==> src/rtl/dsw_pkg.sv <==
// Constants and types for the serial write port of the converter
// Functional notes
// (RULE1) Each frame is held in a sixteen-bit shift register.
// (RULE2) Data is captured on each serial clock falling edge; controller keeps it valid.
// (RULE3) Frame sync is active low; bits are accepted only while it is low; code also takes an edge seen in the same cycle as the sync rise.
// (RULE4) On the sixteenth falling edge the code and mode are updated.
// (RULE5) Frame sync rising before the sixteenth edge aborts the frame.
// (RULE6) Serial clock runs at most 30 MHz; controller must not exceed it.
// (RULE7) Code is eight bits straight binary; 00 zero scale, ff full scale.
// (RULE8) Frame: two ignored, two mode, eight code bits MSB first, four ignored.
// (RULE9) Mode 00 normal, 01 1k pulldown, 10 100k pulldown, 11 high impedance.
// (RULE10) An aborted frame clears the shift register and changes nothing held.
// (RULE11) Reset clears the held code to zero until a full frame arrives.
// (RULE12) After a frame executes, edges are ignored until sync goes high then low.
package dsw_pkg;

    // ==========================================================
    // Frame layout
    localparam int FRAME_BITS    = 16;
    localparam int CODE_BITS     = 8;
    localparam int MODE_BITS     = 2;
    localparam int CNT_BITS      = 4;
    localparam logic [CNT_BITS-1:0] LAST_BIT_IDX = 4'hf;

    typedef enum logic [MODE_BITS-1:0] {
        DSW_MODE_NORMAL = 2'h0,
        DSW_MODE_PD_1K  = 2'h1,
        DSW_MODE_PD_100K = 2'h2,
        DSW_MODE_PD_HIZ = 2'h3
    } dsw_mode_type;

    typedef struct packed {
        logic [1:0]           lead_ignored;
        dsw_mode_type         mode;
        logic [CODE_BITS-1:0] code;
        logic [3:0]           trail_ignored;
    } dsw_frame_type;

    typedef struct packed {
        logic [CODE_BITS-1:0] code;
        dsw_mode_type         mode;
    } dsw_held_type;

    // ==========================================================
    // Reset and full-scale code values
    localparam logic [CODE_BITS-1:0] CODE_RESET = 8'h00;
    localparam logic [CODE_BITS-1:0] CODE_FULL  = 8'hff;

    // ==========================================================
    // Timing
    localparam int CLK_FREQ_MHZ        = 250;
    localparam int SCLK_MAX_MHZ        = 30;
    localparam int SCLK_MIN_PERIOD_NS  = 33;
    // Least time, rounded up to whole system cycles
    localparam int SCLK_MIN_PERIOD_CYC =
        (SCLK_MIN_PERIOD_NS * CLK_FREQ_MHZ + 999) / 1000;
    localparam int SYNC_STAGES         = 2;

    typedef enum logic [1:0] {
        DSW_IDLE  = 2'b00,
        DSW_SHIFT = 2'b01,
        DSW_DONE  = 2'b11
    } dsw_state_type;

endpackage

==> src/rtl/dsw_sync.sv <==
// Two-stage synchroniser for the serial pins
`timescale 1ns/1ps
module dsw_sync #(
    parameter int WIDTH = 3
) (
    input  wire logic             clk,
    input  wire logic             nrst,
    input  wire logic [WIDTH-1:0] async_in,
    output logic      [WIDTH-1:0] sync_out
);
    logic [WIDTH-1:0] stage1;
    logic [WIDTH-1:0] next_stage1;
    logic [WIDTH-1:0] next_sync_out;

    always_comb begin
        next_stage1   = async_in;
        next_sync_out = stage1;
    end

    // Reset to idle levels: clock and frame sync high
    always_ff @(posedge clk) begin
        if (!nrst) begin
            stage1   <= '1;
            sync_out <= '1;
        end else begin
            stage1   <= next_stage1;
            sync_out <= next_sync_out;
        end
    end
endmodule

==> src/rtl/dsw_top.sv <==
// Serial write port: frame capture, abort and held code/mode
`timescale 1ns/1ps
module dsw_top
    import dsw_pkg::*;
(
    input  wire logic                    CLK,
    input  wire logic                    NRST,
    input  wire logic                    SCLK,
    input  wire logic                    SYNC_N,
    input  wire logic                    DIN,
    output logic [dsw_pkg::CODE_BITS-1:0] DAC_CODE,
    output dsw_pkg::dsw_mode_type        POWER_MODE,
    output logic                         UPDATE,
    output logic                         FRAME_ABORT
);
    import dsw_pkg::*;

    // ==========================================================
    // Pin synchronisers
    logic [2:0] pins_s;
    logic       sclk_s;
    logic       sync_n_s;
    logic       din_s;

    dsw_sync #(
        .WIDTH (3)
    ) u_sync (
        .clk      (CLK),
        .nrst     (NRST),
        .async_in ({SCLK, SYNC_N, DIN}),
        .sync_out (pins_s)
    );

    assign sclk_s   = pins_s[2];
    assign sync_n_s = pins_s[1];
    assign din_s    = pins_s[0];

    // ==========================================================
    // Falling edge of the serial clock
    logic sclk_d;
    logic next_sclk_d;
    logic fall;

    always_comb begin
        next_sclk_d = sclk_s;
    end

    always_ff @(posedge CLK) begin
        if (!NRST) begin
            sclk_d <= 1'b1;
        end else begin
            sclk_d <= next_sclk_d;
        end
    end

    // Din travels the same two stages, so it stays aligned with the edge
    assign fall = sclk_d & ~sclk_s; // RULE2

    // ==========================================================
    // Frame state machine
    dsw_state_type             state;
    dsw_state_type             next_state;
    logic [FRAME_BITS-1:0]     shreg;
    logic [FRAME_BITS-1:0]     next_shreg;
    logic [CNT_BITS-1:0]       bit_cnt;
    logic [CNT_BITS-1:0]       next_bit_cnt;
    dsw_held_type              held;
    dsw_held_type              next_held;
    logic                      next_update;
    logic                      next_abort;
    dsw_frame_type             frame_in;

    always_comb begin
        frame_in     = dsw_frame_type'({shreg[FRAME_BITS-2:0], din_s}); // RULE8
        next_state   = state;
        next_shreg   = shreg;
        next_bit_cnt = bit_cnt;
        next_held    = held;
        next_update  = 1'b0;
        next_abort   = 1'b0;
        unique case (state)
            DSW_IDLE: begin
                if (!sync_n_s) begin // RULE3
                    next_state   = DSW_SHIFT;
                    next_shreg   = '0;
                    next_bit_cnt = '0;
                    if (fall) begin
                        next_shreg   = {{(FRAME_BITS-1){1'b0}}, din_s};
                        next_bit_cnt = 4'h1;
                    end
                end
            end
            DSW_SHIFT: begin
                // Edge wins over a simultaneous sync rise: zero hold allowed
                if (fall) begin
                    next_shreg   = frame_in; // RULE1
                    next_bit_cnt = bit_cnt + 4'h1;
                    if (bit_cnt == LAST_BIT_IDX) begin // RULE4
                        next_held.code = frame_in.code; // RULE7
                        next_held.mode = frame_in.mode; // RULE9
                        next_update    = 1'b1;
                        next_state     = DSW_DONE;
                    end
                end else if (sync_n_s) begin // RULE5
                    next_shreg   = '0; // RULE10
                    next_bit_cnt = '0;
                    next_abort   = 1'b1;
                    next_state   = DSW_IDLE;
                end
            end
            DSW_DONE: begin
                // Extra edges in an executed frame are dropped
                if (sync_n_s) begin // RULE12
                    next_state   = DSW_IDLE;
                    next_bit_cnt = '0;
                end
            end
            default: begin
                next_state   = DSW_IDLE;
                next_bit_cnt = '0;
            end
        endcase
    end

    always_ff @(posedge CLK) begin
        if (!NRST) begin
            state       <= DSW_IDLE;
            shreg       <= '0;
            bit_cnt     <= '0;
            held.code   <= CODE_RESET; // RULE11
            held.mode   <= DSW_MODE_NORMAL;
            UPDATE      <= 1'b0;
            FRAME_ABORT <= 1'b0;
        end else begin
            state       <= next_state;
            shreg       <= next_shreg;
            bit_cnt     <= next_bit_cnt;
            held        <= next_held;
            UPDATE      <= next_update;
            FRAME_ABORT <= next_abort;
        end
    end

    assign DAC_CODE   = held.code;
    assign POWER_MODE = held.mode;

    // ==========================================================
    // Checks
    // Cycles since the last falling edge, saturating
    logic [7:0] gap;
    logic [7:0] next_gap;
    logic       gap_valid;
    logic       next_gap_valid;

    always_comb begin
        next_gap       = (gap == 8'hff) ? gap : gap + 8'h01;
        next_gap_valid = gap_valid;
        if (fall) begin
            next_gap       = 8'h01;
            next_gap_valid = 1'b1;
        end
    end

    always_ff @(posedge CLK) begin
        if (!NRST) begin
            gap       <= 8'h00;
            gap_valid <= 1'b0;
        end else begin
            gap       <= next_gap;
            gap_valid <= next_gap_valid;
        end
    end

    a_edge_rate: assert property (@(posedge CLK) disable iff (!NRST) // RULE6
        (fall && gap_valid) |-> (gap >= 8'(SCLK_MIN_PERIOD_CYC)))
        else $error("Serial clock faster than allowed");

    a_update_on_last: assert property (@(posedge CLK) disable iff (!NRST) // RULE4
        UPDATE |-> ($past(fall) && $past(bit_cnt) == LAST_BIT_IDX && state == DSW_DONE))
        else $error("Update without sixteenth edge");

    a_update_fields: assert property (@(posedge CLK) disable iff (!NRST) // RULE8
        UPDATE |-> (DAC_CODE == $past(shreg[10:3]) && POWER_MODE == $past(shreg[12:11])))
        else $error("Code or mode taken from wrong frame bits");

    a_code_only_update: assert property (@(posedge CLK) disable iff (!NRST) // RULE10
        (DAC_CODE != $past(DAC_CODE) || POWER_MODE != $past(POWER_MODE)) |-> UPDATE)
        else $error("Held value changed without update");

    a_abort_clears: assert property (@(posedge CLK) disable iff (!NRST) // RULE5
        (state == DSW_SHIFT && sync_n_s && !fall)
            |=> (FRAME_ABORT && shreg == '0 && state == DSW_IDLE && !UPDATE))
        else $error("Abort did not clear the frame");

    a_shift_capture: assert property (@(posedge CLK) disable iff (!NRST) // RULE2
        (state == DSW_SHIFT && fall) |=> (shreg[0] == $past(din_s)
            && bit_cnt == $past(bit_cnt) + 4'h1))
        else $error("Bit not captured on falling edge");

    a_done_ignore: assert property (@(posedge CLK) disable iff (!NRST) // RULE12
        (state == DSW_DONE && !sync_n_s) |=> (state == DSW_DONE && !UPDATE
            && shreg == $past(shreg) && bit_cnt == $past(bit_cnt)))
        else $error("Edges accepted after frame executed");

    a_idle_no_bits: assert property (@(posedge CLK) disable iff (!NRST) // RULE3
        (state == DSW_IDLE && sync_n_s) |=> (bit_cnt == '0 && state == DSW_IDLE))
        else $error("Bits accepted while sync high");

    a_reset_code: assert property (@(posedge CLK) disable iff (!NRST) // RULE11
        $rose(NRST) |-> (DAC_CODE == CODE_RESET && POWER_MODE == DSW_MODE_NORMAL
            && !UPDATE))
        else $error("Held code not zero after reset");

    a_abort_source: assert property (@(posedge CLK) disable iff (!NRST) // RULE5
        FRAME_ABORT |-> ($past(state) == DSW_SHIFT && $past(sync_n_s) && !$past(fall)
            && DAC_CODE == $past(DAC_CODE) && POWER_MODE == $past(POWER_MODE)))
        else $error("Abort without early sync rise");

    a_idle_first_bit: assert property (@(posedge CLK) disable iff (!NRST) // RULE3
        (state == DSW_IDLE && !sync_n_s)
            |=> (state == DSW_SHIFT && bit_cnt == ($past(fall) ? 4'h1 : 4'h0)))
        else $error("Frame not opened on sync low");

endmodule

==> config.mk <==
export PLATFORM = sky130hd
export DESIGN_NAME = dsw_top
export DESIGN_NICKNAME = d
export VERILOG_FILES = /design/src/rtl/dsw_pkg.sv /design/src/rtl/dsw_sync.sv /design/src/rtl/dsw_top.sv
export SDC_FILE = /design/constraint.sdc
export NUM_CORES = 1
export LEC_CHECK = 0
export BUFFER_PORTS_ARGS = -buffer_cell sky130_fd_sc_hd__buf_2
export CORE_ASPECT_RATIO = 1.2
export CORE_MARGIN = 4
export CORE_UTILIZATION = 47
export DETAILED_ROUTE_END_ITERATION = 8
export GPL_TIMING_DRIVEN = 0
export PLACE_DENSITY = 0.7
export SYNTH_ARGS = -nofsm -noshare
export SYNTH_HDL_FRONTEND = slang
export SYNTH_HIERARCHICAL = 1
export SYNTH_SLANG_ARGS = --single-unit
==> constraint.sdc <==
create_clock -name CLK -period 5 [get_ports CLK]
set_clock_uncertainty 0.2 [all_clocks]
set_input_delay 1.5 -clock CLK [delete_from_list [all_inputs] [get_ports CLK]]
set_output_delay 1.5 -clock CLK [all_outputs]
set_load 0.005 [all_outputs]
# Yosys cells after proc, flatten, opt, wreduce, memory -nomap -nowiden
# Index checks and enable logic that the tools add are counted.
[totals] memories=0 latchBits=0 wordCells=45 in_bits=5 romBits=0 ff_bits=38 ram_bits=0
[classes] n_mul=0 n_addsub=1 muxes=17 shift=0 n_reduce_logical=7 n_div=0 bitwise=4 eq_ne=6 order_cmp=0
[ops] operator="$mux 13" count=3
[ops] operator="$pmux 13 s2" count=1
[ops] operator="$mux 4" count=3
[ops] operator="$pmux 4 s3" count=1
[ops] operator="$reduce_and 3->1" count=3
[ops] operator="$mux 2" count=4
[ops] operator="$pmux 2 s3" count=1
[ops] operator="$add 4x1->4 const B" count=1
[ops] operator="$eq 4x4->1 const B" count=1
[ops] operator="$mux 1" count=4
[ops] operator="$ne 3x2->1 const B" count=1
[ops] operator="$ne 3x3->1 const B" count=1
[ops] operator="$not 1->1" count=3
[ops] operator="$reduce_or 3->1" count=1
[ops] operator="$eq 2x1->1 const B" count=1
[ops] operator="$eq 2x2->1 const B" count=1
[ops] operator="$logic_not 2->1" count=1
[ops] operator="$ne 2x2->1 const B" count=1
[ops] operator="$reduce_and 2->1" count=1
[ops] operator="$reduce_bool 2->1" count=1
[ops] operator="$and 1x1->1" count=1

# Logic depth before layout (Yosys ltp)
# Gate-level depths: netlist of the first run.
[logic_depth] ltp_word=5 mapped_depth=6

# Modules after synthesis
# The synthesis of the first run kept the hierarchy.
[by_module_without_submodules] mod="dsw_top" area_per_inst_um2=1222.4 seq_area_each_um2=640.6 instances=1 cells_each=124
[by_module_without_submodules] mod="dsw_sync" area_per_inst_um2=157.7 seq_area_each_um2=120.1 instances=1 cells_each=12

# Worst setup path after synthesis of the first run
# Ideal clock, no wire load.
[synth_path] path_type="input-to-reg" startpoint="input port NRST" endpoint="register held, in the netlist DAC_CODE[0]" path_slack_ps=2738 arrival_time_ps=1935 stages=3 cell_sequence="clkinv_1 clkbuf_1 nor2_1"
[synth_lines] element="start: declaration" line_no="dsw_top.sv:7" text="input wire logic NRST,"
[synth_lines] element="end signal: assignment" line_no="dsw_top.sv:138" text="held <= next_held;"
[synth_lines] element="end: declaration" line_no="dsw_top.sv:67" text="dsw_held_type held;"
# No word-level cell between the ends.

# Worst setup path in the final report of the first run
[layout_path] startpoint="register held, in the netlist POWER_MODE[0]" endpoint="output port POWER_MODE[0]"
[layout_lines] element="end: declaration" line_no="dsw_top.sv:12" text="output dsw_pkg::dsw_mode_type POWER_MODE,"
# No word-level cell between the ends.

==> results.txt, run 1 <==
----------------------------------------------------
[Drt]
  Per-cell via count in the routed design ... about 5.5
  Via count of the routed design ... 1060
  Drt drc ... 0
  Number of iterations in the first detailed-routing pass ... 4
  Routed Antenna Nets ... 0
  First DRT Iteration DRCs ... 35
  Detailed-route wire length per cell ... 12.93 µm
  Routed WL ... 2509 µm

[Outcome]
  Run status ... finished clean

[STA]
  Slew HR ... 71.50%
  Setup_tns ... 0 ns
  Final hold viol count ... 0
  Worst slew pin tran ... 0.4275 ns
  Timing-limited maximum frequency ... 400.7 MHz
  Final number of max-transition violations ... 0
  Final period utilization ... 49.91%
  PnR worst setup slack ... 2.505 ns
  Setup violators final ... 0
  Time the final worst path needs with I/O delays and setup ... 2.495 ns
  Setup repair after global routing missed its margin ... false

[Run]
  Max cap viols ... 0

[Floorplan]
  X dimension of the die ... 57.47 µm
  Placeable Area ... 2811 µm²
  Number of cell rows ... 21
  Die area ... 3871 µm²
  IO Pins ... 17
  Die height ... 67.36 µm
  Starting density of the core ... a little under 50%

[Synth]
  Number of distinct library cells after synthesis ... 33
  Average instance area after synthesis ... 10.15 µm²
  Number of nets in the synthesized netlist ... 142
  Cell accounting for the most synthesized area ... sky130_fd_sc_hd__dfxtp_1
  Predominant post-synthesis flop cell ... sky130_fd_sc_hd__dfxtp_1
  Synth top cells by count ... sky130_fd_sc_hd__dfxtp_1, sky130_fd_sc_hd__nor2_1, sky130_fd_sc_hd__a22oi_1, sky130_fd_sc_hd__mux2i_1, sky130_fd_sc_hd__nand2b_1
  Yosys warnings ... 6
  Share of synthesized flip-flops with an asynchronous set or reset ... 0%
  Post-synthesis instance total ... 136
  Number of synthesized register bits ... 38
  Netlist Area Pre-Place ... 1380 µm²
  Post-synthesis sequential area ratio ... 55.12%
  Synth area leaders ... sky130_fd_sc_hd__dfxtp_1, sky130_fd_sc_hd__mux2i_1, sky130_fd_sc_hd__a22oi_1
  Most common cell in the synthesized netlist ... sky130_fd_sc_hd__dfxtp_1
  Post-synth EDFFs ... 0
  Fraction of synthesized cell area taken by the top area cell type ... 55.12%

[Worst setup path]
  Cell-by-cell trace of the critical path ... buf_2
  Standard cell with the maximum stage delay on the critical path ... sky130_fd_sc_hd__dfxtp_1
  Number of buffer and inverter instances along the worst setup path ... 1
  Required time at the endpoint of the critical path ... between 3 and 4 ns
  Start point of the critical path ... POWER_MODE[0]
  Setup slack of the worst register-to-register path ... between 3 and 4 ns
  Setup crit end kind ... output port
  Dominant delay contributor by cell family on the critical path ... flip-flops
  Crit start category ... flip-flop
  Max Fanout on Critical Path ... 2
  Crit path largest cell delay ... 0.34 ns
  Arrival time of data at the critical path endpoint ... 0.80 ns
  Setup CP Type ... reg -> out
  Startpoint of the lowest-slack register-to-register path ... state[0]

[Power]
  IR drop worst, VDD ... 239.1 µV
  Cell Pwr Density ... about 310 nW/µm²
  Overall power of the completed layout ... 487.0 µW
  LEAKAGE ... 0.5926 nW

[Clocking]
  H-tree lvl count ... 2
  Clock Sinks ... 38
  CTS tree ... done
  Root buffer selected by CTS ... sky130_fd_sc_hd__clkbuf_4
  Setup Fix Bufs, Post-CTS ... 0
  Post-cts repair resize count ... 0
  Total CTS buffers ... 5
  Hold Buf Count CTS ... 0
  Number of buffers on the longest clock path ... 2
  Skew-Pair Late Insertion Delay ... between 0.3 and 0.4 ns
  Register clock-pin slew on the reported worst setup and hold paths ... ~0.11 ns

[GRT]
  GR Overflow Total ... 0
  Number of global-route vias before repair ... approximately 1.1k
  Global-route usage over all layers ... around 16%
  First-pass GRT wire length ... 4602 µm
  Maximum number of pins on one net before global-route repair ... 14
  Initial antenna violation count ... 0

[Final layout]
  Number of diodes added for antenna fixing ... 0
  P&R area growth vs syn ... 13.24%
  Net count of the finished layout ... 165
  Count of filler cells inserted in the layout ... 247
  Reg area ... 760.7 µm²
  Total area of multi-input combinational cells ... around 560 µm²
  Count of non-filler cells in the finished layout ... 194
  Final design area excluding fillers ... 1563 µm²
  Ratio of cells with drive above 1 in the final layout ... 16.88%

[Place]
  Pre-CTS worst setup slack ... 2.287 ns
  Estimated wirelength of the detail-placed design ... roughly 1800 µm
  Cell total after placement ... approximately 190
  Buffers added on ports ... 16
  Routability Congestion ... roughly 0.79
  Cell area after placement ... 1503 µm²

[Min path]
  Min-delay worst type ... reg -> reg
  Hold Path Origin ... u_sync/next_sync_out[1]

----------------------------------------------------
-- power breakdown --
part	internal, mW	total, mW	leakage, nW	switching, mW
Clock	0.0682	0.164	0.0353	0.0953
Sequential	0.306	0.307	0.308	0.00173
Combinational	0.00590	0.0161	0.250	0.0102
Total	0.380	0.487	0.593	0.107
-- sequential cells by signal (all words and copies together) (netlist names) --
| name | count |
|---|---|
| DAC_CODE | 8 |
| FRAME_ABORT | 1 |
| POWER_MODE | 2 |
| UPDATE | 1 |
| bit_cnt | 4 |
| sclk_d | 1 |
| shreg | 13 |
| state | 2 |
| u_sync/next_sync_out | 3 |
| u_sync/sync_out | 3 |
-- logic make-up (layout without fill, tap and decap cells) --
logic type                 Yosys count  in the layout  synth area share (%)
adders and majority gates            1              1                0.9065
muxes                               10             10                 7.253
and+or+nand+nor                     51             51                 18.95
DFF                                 38             38                 55.12
AOI/OAI and AO/OA                   27             27                 13.78
buffers and inverters                9             33                 3.988
-- worst paths after layout --
check                                          end  cells after the start
worst min-delay path            u_sync/sync_out[1]                      1
worst max register to register         DAC_CODE[5]                      6
worst max-delay path                 POWER_MODE[0]                      1
worst min register to register  u_sync/sync_out[1]                      1
-- final cells by class --
cell class | count | share of cell area [%]
clock buffer | 7 | 3.523
buffer | 7 | 3.042
clock inverter | 1 | 0.3203
sequential | 38 | 48.68
multi-input combinational | 89 | 36.11
tap | 34 | 2.722
timing repair buffer | 16 | 5.124
inverter | 2 | 0.4804
-- cell usage in the layout, fill, tap and decap left out, types with 2 or more instances in the layout --
master / Yosys / layout
sky130_fd_sc_hd__a21oi_1: 4 / 4
sky130_fd_sc_hd__a22oi_1: 12 / 12
sky130_fd_sc_hd__a311oi_1: 2 / 2
sky130_fd_sc_hd__buf_2: 1 / 17
sky130_fd_sc_hd__clkbuf_1: 4 / 5
sky130_fd_sc_hd__clkbuf_4: 0 / 5
sky130_fd_sc_hd__dfxtp_1: 38 / 38
sky130_fd_sc_hd__mux2i_1: 10 / 10
sky130_fd_sc_hd__nand2_1: 5 / 5
sky130_fd_sc_hd__nand2b_1: 9 / 9
sky130_fd_sc_hd__nand3_1: 2 / 2
sky130_fd_sc_hd__nor2_1: 24 / 24
sky130_fd_sc_hd__nor2b_1: 2 / 2
sky130_fd_sc_hd__o21ai_0: 3 / 3
-- per-stage QoR --
| step | hold slack, ns | utilization [%] |
|---|---|---|
| floorplan | 0.1863 | - |
| global placement | 0.1880 | 53.45 |
| detailed placement | 0.1965 | 53.45 |
| CTS | 0.2285 | 55.59 |
| global route | 0.2327 | 55.59 |
| finish | 0.2192 | 55.59 |
-- routing by layer --
layer / track usage [%] / vias up / share of wire (%)
li1: - / 530 / -
met5: 0 / - / 0
met2: 27.40 / 27 / 52
met4: 8.696 / 0 / 1.8
met3: 5.545 / 6 / 5.3
met1: 16.00 / 497 / 41
Note: power is estimated with default switching activity, not from simulation.
==> run 2, diff against run 1 <==
PLACE_DENSITY = 0.72   (was 0.7)
clock period = 2 ns   (was 5 ns; I/O delays follow)
==> run 2 against run 1 <==
Wire length up 2.4%. Critical path depth up 5. Global-route usage down 0.51 points. Die area unchanged. Cell count down 0.52%. First-iteration DRC count down 11%. Utilization down 0.53 points. Critical endpoint is now DAC_CODE[3]. Largest cell class unchanged.
==> results.txt, run 2 (synthesized netlist as in run 1, its figures left out) <==
----------------------------------------------------
[Outcome]
  Run status ... finished clean

[Final layout]
  Finished Core Util ... 55.05% (-0.53 points)
  Net count of the finished layout ... 165 (unchanged)
  Most common library cell in the layout ignoring fill and taps ... sky130_fd_sc_hd__dfxtp_1
  Ratio of cells with drive above 1 in the final layout ... 15.72% (-1.2 points)
  Count of filler cells inserted in the layout ... 242 (-2.0%)
  P&R area growth vs syn ... 12.15%
  Number of flip-flops under the largest register name ... 13 (unchanged)
  Largest reg by FF count ... shreg
  Number of diodes added for antenna fixing ... 0 (unchanged)
  Most frequent cells in the layout ... sky130_fd_sc_hd__dfxtp_1, sky130_fd_sc_hd__nor2_1, sky130_fd_sc_hd__buf_2

[Floorplan]
  Starting density of the core ... 49.09% (unchanged)
  X dimension of the die ... 57.47 µm (unchanged)
  Die height ... 67.36 µm (unchanged)
  Die area ... 3871 µm² (unchanged)
  Placeable Area ... 2811 µm² (unchanged)
  IO Pins ... 17 (unchanged)
  Number of cell rows ... 21 (unchanged)

[Drt]
  Per-cell via count in the routed design ... 5.440 (-0.43%)
  Drt drc ... 0 (unchanged)
  Via count of the routed design ... 1050 (-0.94%)
  Number of iterations in the first detailed-routing pass ... 4 (unchanged)
  Routed WL ... 2569 µm (+2.4%)
  Detailed-route wire length per cell ... 13.31 µm (+2.9%)
  First DRT Iteration DRCs ... 31 (-11%)
  Routed Antenna Nets ... 0 (unchanged)

[Clocking]
  Setup Fix Bufs, Post-CTS ... 0 (unchanged)
  Post-cts repair resize count ... 0 (unchanged)
  Number of buffers on the longest clock path ... 2 (unchanged)
  Clock Sinks ... 38 (unchanged)
  Root buffer selected by CTS ... sky130_fd_sc_hd__clkbuf_4
  H-tree lvl count ... 2 (unchanged)
  Register clock-pin slew on the reported worst setup and hold paths ... 0.10 ns (about the same)
  CTS tree ... done
  Skew-Pair Late Insertion Delay ... 0.33 ns (about the same)
  Hold Buf Count CTS ... 0 (unchanged)
  Total CTS buffers ... 5 (unchanged)

[Power]
  Clock Power Share ... 30.6% (-3.0 points)
  IR drop worst, VDD ... 619.2 µV (+160%)
  Switching power of the nets ... 255.6 µW (+140%)
  P_int ... 911.4 µW (+140%)
  Combinational power share ... 3.5% (+0.2 points)
  Net switching share of the total power ... 21.90% (-0.13 points)
  Cell Pwr Density ... 754.0 nW/µm² (+140%)
  Sequential share of power ... 65.9% (+2.8 points)
  LEAKAGE ... 0.5827 nW (-1.7%)

[Worst setup path]
  Number of buffer and inverter instances along the worst setup path ... 2 (+1)
  Max Fanout on Critical Path ... 10 (+8)
  Setup slack of the worst register-to-register path ... 0.21 ns (-3.02 ns)
  Cell-by-cell trace of the critical path ... and4bb_1 -> buf_4 -> and4_4 -> buf_12 -> mux2i_1 -> nor2_1
  Setup crit end kind ... flip-flop
  Standard cell with the maximum stage delay on the critical path ... sky130_fd_sc_hd__dfxtp_1
  Crit start category ... flip-flop
  Worst reg-to-reg path cell count ... 6 (unchanged)
  Dominant delay contributor by cell family on the critical path ... simple AND/OR/NAND/NOR gates
  FF-to-FF End ... DAC_CODE[3]
  Crit path largest cell delay ... 0.44 ns (+0.10 ns)
  Setup CP Type ... reg -> reg
  Startpoint of the lowest-slack register-to-register path ... state[0]
  Arrival time of data at the critical path endpoint ... 1.80 ns (+1.00 ns)
  Required time at the endpoint of the critical path ... 2.01 ns (-1.29 ns)

[STA]
  Setup repair after global routing missed its margin ... false
  Final number of max-transition violations ... 0 (unchanged)
  Slew HR ... 70.69% (-0.82 points)
  Setup_tns ... 0 ns (unchanged)
  Setup violators final ... 0 (unchanged)
  Final period utilization ... 89.43%
  Time the final worst path needs with I/O delays and setup ... 1.789 ns
  Final hold viol count ... 0 (unchanged)
  Timing-limited maximum frequency ... 559.1 MHz
  Worst slew pin tran ... 0.4397 ns (+0.01227 ns)

[Place]
  Routability Congestion ... 0.7342 (-6.5%)
  Estimated wirelength of the detail-placed design ... 1784 µm (+1.7%)
  Buffers added on ports ... 16 (unchanged)

[Run]
  Max cap viols ... 0 (unchanged)

[Min path]
  Hold Path Origin ... u_sync/next_sync_out[0]
  Min-delay worst type ... reg -> reg
  Worst hold endpoint ... u_sync/sync_out[0]
  Cell depth of the worst hold path ... 1 (unchanged)

[GRT]
  First-pass GRT wire length ... 4450 µm (-3.3%)
  Global-route usage over all layers ... 15.08% (-0.51 points)
  GR Overflow Total ... 0 (unchanged)
  Maximum number of pins on one net before global-route repair ... 14 (unchanged)
  Initial antenna violation count ... 0 (unchanged)
  Number of global-route vias before repair ... 1042 (-1.5%)

----------------------------------------------------
run 2: cell types whose count changed in the layout (fill, tap and decap cells not counted), sizes merged:
cell	delta
clkinv	-1
run 2: area by class of cell:
cell class	count	area (µm²)	area share, %
plain buffers	7	47.55	3.072
clock buffers	7	45.04	2.910
inverters	2	7.507	0.4850
multi-input cells	89	564.3	36.46
flip-flops and latches	38	760.7	49.15
well taps	34	42.54	2.749
repair buffers	16	80.08	5.174
run 2: routing by layer:
layer | global-route usage [%] | vias to the layer above | part of all wire [%]
met3 | 5.163 | 4 | 3.7
li1 | - | 527 | -
met5 | 0 | - | 0
met1 | 14.86 | 501 | 41
met2 | 27.68 | 18 | 54
met4 | 7.826 | 0 | 1.3
run 2: power by group through the flow:
stage	Clock (mW)	Sequential, mW	Combinational [mW]
4_1_cts	0.368	0.768	0.0414
6_report	0.357	0.769	0.0414
3_3_place_gp	0	0.786	0.0396
3_5_place_dp	0	0.786	0.0412
2_1_floorplan	0	0.785	0.0265
5_1_grt	0.401	0.770	0.0457
run 2: metrics by stage:
stage | cells | setup slack (ns) | hold slack (ns) | instance area [µm²] | total power, mW
finish | 193 | 0.2114 | 0.2181 | 1548 | 1.167
global route | 193 | 0.1062 | 0.2281 | 1548 | 1.216
CTS | 193 | 0.2189 | 0.2194 | 1548 | 1.178
detailed placement | 186 | 0.1824 | 0.1964 | 1503 | 0.8271
global placement | 186 | 0.2262 | 0.1888 | 1503 | 0.8252
floorplan | 136 | 0.3743 | 0.1863 | 1380 | 0.8111
run 2: how the worst max path moves through the flow:
stage / start / endpoint / slack (ns) / depth (start not counted)
floorplan: state[0] / DAC_CODE[0] / 0.37 / 6
global placement: NRST / shreg[7] / 0.23 / 4
detailed placement: NRST / DAC_CODE[3] / 0.18 / 4
CTS: state[0] / DAC_CODE[3] / 0.22 / 6
global route: state[0] / DAC_CODE[6] / 0.11 / 6
finish: state[0] / DAC_CODE[3] / 0.21 / 6
